`src/rtl/mfti_pkg.sv`:
```
// mfti_pkg: register map, field layout and reset values of the
// memory-controller FIFO threshold and error-interrupt block.
// assumes a 32-bit Avalon-MM slave port with byte addressing.
package mfti_pkg;

   ////////////////////////////////////////////////////////////////////
   // register indices; byte address is four times the index
   localparam logic [19:0] MFTI_IDX_THRESH   = 20'h30B00;
   localparam logic [19:0] MFTI_IDX_ENABLE   = 20'h30B01;
   localparam logic [19:0] MFTI_IDX_STATUS   = 20'h30B08;
   localparam logic [19:0] MFTI_IDX_CLEAR    = 20'h30B10;

   localparam int          MFTI_ADDR_W       = 22;
   localparam int          MFTI_DATA_W       = 32;
   localparam int          MFTI_BE_W         = 4;
   localparam int          MFTI_REG_W        = 8;
   localparam int          MFTI_LIMIT_W      = 4;

   ////////////////////////////////////////////////////////////////////
   // threshold register fields
   localparam int          MFTI_WR_LIMIT_LSB = 0;
   localparam int          MFTI_RD_LIMIT_LSB = 4;

   ////////////////////////////////////////////////////////////////////
   // status, enable and clear share this bit layout
   localparam int          MFTI_RD_DATA_UR   = 0;
   localparam int          MFTI_RD_INSTR_UR  = 1;
   localparam int          MFTI_WR_DATA_UR   = 2;
   localparam int          MFTI_WR_INSTR_UR  = 3;
   localparam int          MFTI_RD_DATA_OV   = 4;
   localparam int          MFTI_RD_INSTR_OV  = 5;
   localparam int          MFTI_WR_DATA_OV   = 6;
   localparam int          MFTI_WR_INSTR_OV  = 7;

   ////////////////////////////////////////////////////////////////////
   // reset values
   localparam logic [7:0]  MFTI_THRESH_RST   = 8'h00;
   localparam logic [7:0]  MFTI_ENABLE_RST   = 8'h00;
   localparam logic [7:0]  MFTI_STATUS_RST   = 8'h00;
   localparam logic [31:0] MFTI_RDATA_RST    = 32'h0000_0000;

   ////////////////////////////////////////////////////////////////////
   // bus handshake states
   typedef enum logic [0:0] {
      MFTI_BUS_IDLE = 1'b0,
      MFTI_BUS_ACK  = 1'b1
   } mfti_bus_e;

endpackage : mfti_pkg

```
`src/rtl/mfti_top.sv`:
```
// mfti_top: fill thresholds, nearly-full / nearly-empty flags and the
// gated, sticky FIFO error status with its shared interrupt.
// assumes fill counts and error pulses come from fabric logic on clk.
`timescale 1ns/10ps

module mfti_top
   import mfti_pkg::*;
#(
   parameter int CNT_W = 5
) (
   // clock and reset
   input  wire logic                   clk,
   input  wire logic                   rst_b,
   // avalon-mm slave
   input  wire logic [MFTI_ADDR_W-1:0] avs_address,
   input  wire logic                   avs_read,
   input  wire logic                   avs_write,
   input  wire logic [MFTI_DATA_W-1:0] avs_writedata,
   input  wire logic [MFTI_BE_W-1:0]   avs_byteenable,
   output logic      [MFTI_DATA_W-1:0] avs_readdata,
   output logic                        avs_waitrequest,
   // write data fifo level
   input  wire logic [CNT_W-1:0]       wr_data_free_slots,
   output logic                        write_data_nearly_full,
   // read data fifo level
   input  wire logic [CNT_W-1:0]       rd_data_fill_slots,
   output logic                        read_data_nearly_empty,
   // fifo error events, one-cycle pulses
   input  wire logic                   rd_data_underrun,
   input  wire logic                   rd_instr_underrun,
   input  wire logic                   wr_data_underrun,
   input  wire logic                   wr_instr_underrun,
   input  wire logic                   rd_data_overrun,
   input  wire logic                   rd_instr_overrun,
   input  wire logic                   wr_data_overrun,
   input  wire logic                   wr_instr_overrun,
   // shared interrupt
   output logic                        memctl_fifo_error_irq
);

   ////////////////////////////////////////////////////////////////////
   // parameter check: a count narrower than the limit cannot compare

   if (CNT_W < MFTI_LIMIT_W || CNT_W > 16) begin : g_bad_cnt_w
      $error("mfti_top: CNT_W must be 4 to 16");
   end

   ////////////////////////////////////////////////////////////////////
   // helpers

   // level at or below limit, limit widened to the count width
   function automatic logic at_or_below(input logic [CNT_W-1:0]        level,
                                        input logic [MFTI_LIMIT_W-1:0] limit);
      logic [CNT_W-1:0] wide;
      // size cast rather than a replication that is empty at CNT_W of 4
      wide = CNT_W'(limit);
      return (level <= wide);
   endfunction

   // word-aligned hit on a register index
   function automatic logic addr_hit(input logic [MFTI_ADDR_W-1:0] addr,
                                     input logic [19:0]            idx);
      return (addr == {idx, 2'b00});
   endfunction

   ////////////////////////////////////////////////////////////////////
   // declarations

   mfti_bus_e                 bus_state_reg;
   mfti_bus_e                 bus_state_next;
   logic                      waitreq_reg;
   logic                      waitreq_next;
   logic [MFTI_DATA_W-1:0]    rdata_reg;
   logic [MFTI_DATA_W-1:0]    rdata_next;

   logic [MFTI_REG_W-1:0]     thresh_reg;
   logic [MFTI_REG_W-1:0]     thresh_next;
   logic [MFTI_REG_W-1:0]     enable_reg;
   logic [MFTI_REG_W-1:0]     enable_next;
   logic [MFTI_REG_W-1:0]     status_reg;
   logic [MFTI_REG_W-1:0]     status_next;

   logic                      nfull_reg;
   logic                      nfull_next;
   logic                      nempty_reg;
   logic                      nempty_next;
   logic                      irq_reg;
   logic                      irq_next;

   logic                      req;
   logic                      wr_commit;
   logic [MFTI_REG_W-1:0]     events;
   logic [MFTI_REG_W-1:0]     clear_mask;
   logic [MFTI_LIMIT_W-1:0]   wr_limit;
   logic [MFTI_LIMIT_W-1:0]   rd_limit;

   ////////////////////////////////////////////////////////////////////
   // event collection in status bit order

   always_comb begin
      events                   = '0;
      events[MFTI_RD_DATA_UR]  = rd_data_underrun;
      events[MFTI_RD_INSTR_UR] = rd_instr_underrun;
      events[MFTI_WR_DATA_UR]  = wr_data_underrun;
      events[MFTI_WR_INSTR_UR] = wr_instr_underrun;
      events[MFTI_RD_DATA_OV]  = rd_data_overrun;
      events[MFTI_RD_INSTR_OV] = rd_instr_overrun;
      events[MFTI_WR_DATA_OV]  = wr_data_overrun;
      events[MFTI_WR_INSTR_OV] = wr_instr_overrun;
   end

   ////////////////////////////////////////////////////////////////////
   // avalon handshake: one wait cycle, then a single ack cycle

   assign req       = avs_read | avs_write;
   // write lands only on the edge where waitrequest is sampled low
   assign wr_commit = avs_write && (bus_state_reg == MFTI_BUS_ACK)
                      && avs_byteenable[0];

   always_comb begin
      bus_state_next = bus_state_reg;
      waitreq_next   = 1'b1;
      rdata_next     = rdata_reg;
      case (bus_state_reg)
         MFTI_BUS_IDLE: begin
            if (req) begin
               bus_state_next = MFTI_BUS_ACK;
               waitreq_next   = 1'b0;
               // unmapped and write-only addresses read as zero
               rdata_next     = '0;
               if (avs_read) begin
                  if (addr_hit(avs_address, MFTI_IDX_THRESH)) begin
                     rdata_next[MFTI_REG_W-1:0] = thresh_reg;
                  end else if (addr_hit(avs_address, MFTI_IDX_ENABLE)) begin
                     rdata_next[MFTI_REG_W-1:0] = enable_reg;
                  end else if (addr_hit(avs_address, MFTI_IDX_STATUS)) begin
                     rdata_next[MFTI_REG_W-1:0] = status_reg;
                  end
               end
            end
         end
         MFTI_BUS_ACK: begin
            bus_state_next = MFTI_BUS_IDLE;
         end
         default: begin
            bus_state_next = MFTI_BUS_IDLE;
         end
      endcase
   end

   always_ff @(posedge clk or negedge rst_b) begin
      if (!rst_b) begin
         bus_state_reg <= MFTI_BUS_IDLE;
         waitreq_reg   <= 1'b1;
         rdata_reg     <= MFTI_RDATA_RST;
      end else begin
         bus_state_reg <= bus_state_next;
         waitreq_reg   <= waitreq_next;
         rdata_reg     <= rdata_next;
      end
   end

   ////////////////////////////////////////////////////////////////////
   // configuration registers

   always_comb begin
      thresh_next = thresh_reg;
      enable_next = enable_reg;
      clear_mask  = '0;
      if (wr_commit) begin
         if (addr_hit(avs_address, MFTI_IDX_THRESH)) begin
            thresh_next = avs_writedata[MFTI_REG_W-1:0];
         end
         if (addr_hit(avs_address, MFTI_IDX_ENABLE)) begin
            enable_next = avs_writedata[MFTI_REG_W-1:0];
         end
         if (addr_hit(avs_address, MFTI_IDX_CLEAR)) begin
            clear_mask = avs_writedata[MFTI_REG_W-1:0];
         end
      end
   end

   always_ff @(posedge clk or negedge rst_b) begin
      if (!rst_b) begin
         thresh_reg <= MFTI_THRESH_RST;
         enable_reg <= MFTI_ENABLE_RST;
      end else begin
         thresh_reg <= thresh_next;
         enable_reg <= enable_next;
      end
   end

   ////////////////////////////////////////////////////////////////////
   // level flags; registered, so they trail the counts by one cycle

   assign wr_limit = thresh_reg[MFTI_WR_LIMIT_LSB +: MFTI_LIMIT_W];
   assign rd_limit = thresh_reg[MFTI_RD_LIMIT_LSB +: MFTI_LIMIT_W];

   always_comb begin
      nfull_next  = at_or_below(wr_data_free_slots, wr_limit);
      nempty_next = at_or_below(rd_data_fill_slots, rd_limit);
   end

   always_ff @(posedge clk or negedge rst_b) begin
      if (!rst_b) begin
         nfull_reg  <= 1'b0;
         nempty_reg <= 1'b0;
      end else begin
         nfull_reg  <= nfull_next;
         nempty_reg <= nempty_next;
      end
   end

   ////////////////////////////////////////////////////////////////////
   // sticky status; a masked event is dropped, not held back

   always_comb begin
      // set beats clear so an event in the clear cycle survives
      status_next = (status_reg & ~clear_mask)
                  | (events & enable_reg);
      // one shared line; flags cleared by software drop it
      irq_next    = |(status_next & enable_next);
   end

   always_ff @(posedge clk or negedge rst_b) begin
      if (!rst_b) begin
         status_reg <= MFTI_STATUS_RST;
         irq_reg    <= 1'b0;
      end else begin
         status_reg <= status_next;
         irq_reg    <= irq_next;
      end
   end

   ////////////////////////////////////////////////////////////////////
   // outputs straight from flops

   assign avs_readdata           = rdata_reg;
   assign avs_waitrequest        = waitreq_reg;
   assign write_data_nearly_full = nfull_reg;
   assign read_data_nearly_empty = nempty_reg;
   assign memctl_fifo_error_irq  = irq_reg;

endmodule // mfti_top

```
`config.mk`:
```
export PLATFORM = sky130hd
export DESIGN_NAME = mfti_top
export DESIGN_NICKNAME = d
export VERILOG_FILES = /design/src/rtl/mfti_pkg.sv /design/src/rtl/mfti_top.sv
export SDC_FILE = /design/constraint.sdc
export NUM_CORES = 1
export LEC_CHECK = 0
export ABC_CLOCK_PERIOD_IN_PS = 4100
export BUFFER_PORTS_ARGS = -buffer_cell sky130_fd_sc_hd__buf_2
export CAP_MARGIN = 20
export CORE_MARGIN = 2
export CORE_UTILIZATION = 49
export CTS_BUF_LIST = sky130_fd_sc_hd__clkbuf_16
export CTS_CLUSTER_DIAMETER = 60
export DETAILED_ROUTE_END_ITERATION = 10
export HOLD_SLACK_MARGIN = 0.02
export PLACE_DENSITY = 0.86
export SYNTH_ARGS = -nofsm -noshare
export SYNTH_HDL_FRONTEND = slang
export SYNTH_SLANG_ARGS = --single-unit
```
`constraint.sdc`:
```
create_clock -name clk -period 4.1 [get_ports clk]
set_clock_uncertainty 0.1 [all_clocks]
set_input_delay 0.41 -clock clk [delete_from_list [all_inputs] [get_ports clk]]
set_output_delay 0.41 -clock clk [all_outputs]
set_load 0.02 [all_outputs]
```
== Word level (Yosys, flattened, before mapping) ==
Index checks and enable logic that the tools add are counted.
Cells by class
  $lt $le $gt $ge: 2
  eq/ne operators: 4
  mux-type cells: 12
  bitwise logic cells: 7
  reductions and logical operators: 5
Operators with widths (count)
  == test 22 x 20 -> 1 bit (second input constant): 4
  2-to-1 mux 8 bit: 8
  bitwise AND 8 bit: 3
  <= comparator 5 x 4 -> 1 bit: 2
  inverter 8 bit: 1
  bitwise OR 8 bit: 1
  OR reduction 8 bit: 1
  AND reduction 2 bit: 2
  2-to-1 mux 1 bit: 3
  logical AND 1 bit: 2
  case mux 1 bit (2 select lines): 1
  inverter 1 bit: 1
  bitwise OR 1 bit: 1
Word-level totals
  register bits after elaboration: 37
  input bits: 80
  output and inout bits: 36
  word-level logic and storage cells: 39

== Longest topological paths before layout ==
  word-level depth: 8
  gate-level depth with buffers: 8
  mapped depth without buffers: 8

== Worst setup path after synthesis ==
No wires, ideal clock.
  path kind: input -> register
  start: input port avs_address[4]
  end: register thresh_reg[0]
  library setup time: 0.125 ns
  arrival: 2.133 ns
  required time: 3.875 ns
  path slack: 1.742 ns
  cell stages on the path: 5
  path through: or4_4 -> nor4_4 -> nand3_2 -> nor3_4 -> mux2_2
Between the ends
  longest elaborated chain between the ends: 2
RTL lines
  start: declaration: RTL line mfti_top.sv:15  | input wire logic [MFTI_ADDR_W-1:0] avs_address,
  == test 22 x 20 -> 1 bit: RTL line mfti_top.sv:63  | return (addr == {idx, 2'b00});
  AND reduction 2 bit (no line)
  end signal: assignment: RTL line mfti_top.sv:188  | thresh_reg <= thresh_next;
  end: declaration: RTL line mfti_top.sv:76  | logic [MFTI_REG_W-1:0] thresh_reg;
No other way between the ends.
A chain may end at the register's enable or synchronous reset.

== Worst setup path in the final report ==
Ends and elaborated chain as after synthesis.

==> metrics.yaml <==
routing:
  wire_per_inst_um: 14.1
  ant_nets: 0
  vias: 1808
  vias_per_cell: 5.32
  first_pass_iters: 4
  drt_iter0_drc: 91
  finalWirelength_um: 4810
  drcViolationCount: 0
cells_and_area:
  final_cell_mix: "buf_2, dfrtp_1, conb_1, inv_1, nand2_1"
  regArea_um2: 927
  diodes: 0
  nFillCells: 394
  finalNonFillerCells: 340
  final_area_um2: 2610
  area_growth_pct: 17.9
  layout_commonest_cell: "buf_2"
  drive_gt1_share_pct: 31.9
  nets: 375
  multi_input_comb_area_um2: 1080
clock_network:
  post_cts_buffers: 0
  cts_hold_buf: 0
  htree_levels: 2
  clkSinkCount: 37
  cts_tree: "done"
  cts_resized: 0
  clock_latency_ns: 0.28
  clk_pin_slew_ns: 0.05
  numCtsBuffers: 5
  clk_path_buf_depth: 2
  cts_root_buffer: "clkbuf_16"
worst_setup_path:
  crit_path_end: "thresh_reg[0]"
  crit_start: "avs_address[4]"
  worstSetupPathType: "input pin to flop"
  arrival_ns: 2.74
  r2r-start: "bus_state_reg"
  start_kind: "input pin"
  path_max_fanout: 14
  reg2reg_slack_ns: 2.03
  cp-end-kind: "flop"
  cp_data_required_time_ns: 4.16
  r2r-end: "memctl_fifo_error_irq"
  reg2reg_depth: 6
logic_synthesis:
  postSynthCellCount: 221
  ys_ff_latch: 37
  synthArstFlopShare_pct: 100
  yosys.area.top_type_share_pct: 40.7
  yosysSeqAreaShare_pct: 41.9
  yosys.area.top_type: "dfrtp_1"
  synth_top_cells_by_area: "dfrtp_1, buf_4, mux2_2, ha_1, mux2i_1"
  synth_area_um2: 2210
  ys_types: 41
  synth_ff_type: "dfrtp_1"
  syn_area_per_cell_um2: 10.0
  synth_warnings: 0
  synth_edf_count: 0
global_route:
  gr-total-overflow: 0
  grt_pass1_vias: 1765
  antenna_found_initial: 0
  grt_max_degree: 38
  grt.total_usage_pct: 20.2
  grt_pass1_wl_um: 8110
floorplan:
  floorplan.die_area_um2: 5070
  core_area_um2: 4350
  die_h_um: 71.2
  num_rows: 24
  die_x_um: 71.2
  initial_utilization_pct: 50.8
  ioPinCount: 116
power:
  p_leak_nw: 1.36
  power.internal_w: 0.000619
  netSwitchingFraction_pct: 24.4
  power_density_nw_per_um2: 314
  comb_power_share_pct: 11.1
  power.switching_w: 0.000200
  vdd_ir_drop_max_v: 0.000160
  p_seq_share_pct: 45.3
  p_clk_share_pct: 43.5
timing:
  setup_ws_ns: 1.41
  hold_viol_final: 0
  fmax_ghz: 0.372
  rsz0062_at_grt: "false"
  setup_violations: 0
  slew_headroom_pct: 45.3
  slew_violations: 0
  hold_ws_ns: 0.131
  tightest_slew_ns: 0.821
  post-route-period-util_pct: 65.5
  setup_tns_ns: 0
  finalCriticalPeriod_ns: 2.69
min_path:
  min_path_type: "input pin to asynchronous set/reset pin"
place:
  dp.cells: 332
  place.gp.congestion: 0.850
  place_ws_ns: 1.13
  place_area_um2: 2470
  hpwlAfterDp_um: 3760
  io_buffers: 64
status:
  status: "finished clean"
job:
  drv_cap: 0
Yosys cell counts (3+ instances only):
master,n
nand2_1,15
buf_4,25
nor2_1,11
dfrtp_1,36
or2_2,3
a21o_1,6
a21oi_1,10
ha_1,8
o221ai_1,6
mux2_2,9
and4_1,3
mux2i_1,8
inv_1,18
nand2b_1,5
a31oi_1,8
o21ai_0,12
o21ai_1,4
cell type report:
type                    instances  area share [%]
clock buffers                   5            4.79
inverters                      18            2.59
flip-flops and latches         37            35.5
repair buffers                 65            12.6
multi-input cells             160            41.6
well taps                      52            2.49
clock inverters                 3           0.479
cell families after synthesis:
logic type	synth area share [%]
fa+ha+maj	4.52
compound gates	16.0
buf+inv	13.0
other cells	0.169
flops	41.9
mux	8.20
simple gates	16.2
critical path, cell delays in order:
cell and delay, ns:
buf_2 0.10, or4_4 0.53, nor4_4 0.27, buf_4 0.24
nand3_2 0.25, nor3_4 0.54, mux2_2 0.40
metrics by stage:
step,power (W),utilization [%]
final,0.000819,59.9
after global routing,0.000854,59.9
after CTS,0.000824,59.9
after detailed placement,0.000469,56.8
after global placement,0.000466,56.8
after floorplan,0.000441,-
routing by layer:
metal / wire (um) / GRT usage, % / vias up
li1: - / - / 872
met1: 1840 / 25.0 / 869
met2: 2620 / 34.9 / 55
met3: 249 / 4.78 / 12
met4: 98 / 6.71 / 0
met5: 0 / 0 / -
how the worst min path moves through the flow:
stage               depth (start not counted)  slack (ns)                     end                   from
floorplan                                   0        0.01         avs_readdata[0]                  rst_b
global placement                            2        0.36         avs_readdata[4]        avs_readdata[4]
detailed placement                          2        0.37         avs_readdata[1]        avs_readdata[1]
CTS                                         1        0.16           enable_reg[3]                  rst_b
global route                                2        0.18  write_data_nearly_full  wr_data_free_slots[4]
finish                                      1        0.13           thresh_reg[0]                  rst_b
power groups by stage:
stage | Sequential (W) | Combinational [W] | Clock [W]
3_5_place_dp | 0.000378 | 0.0000910 | 0
6_report | 0.000371 | 0.0000910 | 0.000357
5_1_grt | 0.000372 | 0.000101 | 0.000382
2_1_floorplan | 0.000381 | 0.0000600 | 0
4_1_cts | 0.000371 | 0.0000912 | 0.000362
3_3_place_gp | 0.000378 | 0.0000879 | 0
Note: power is estimated with default switching activity, not from simulation.
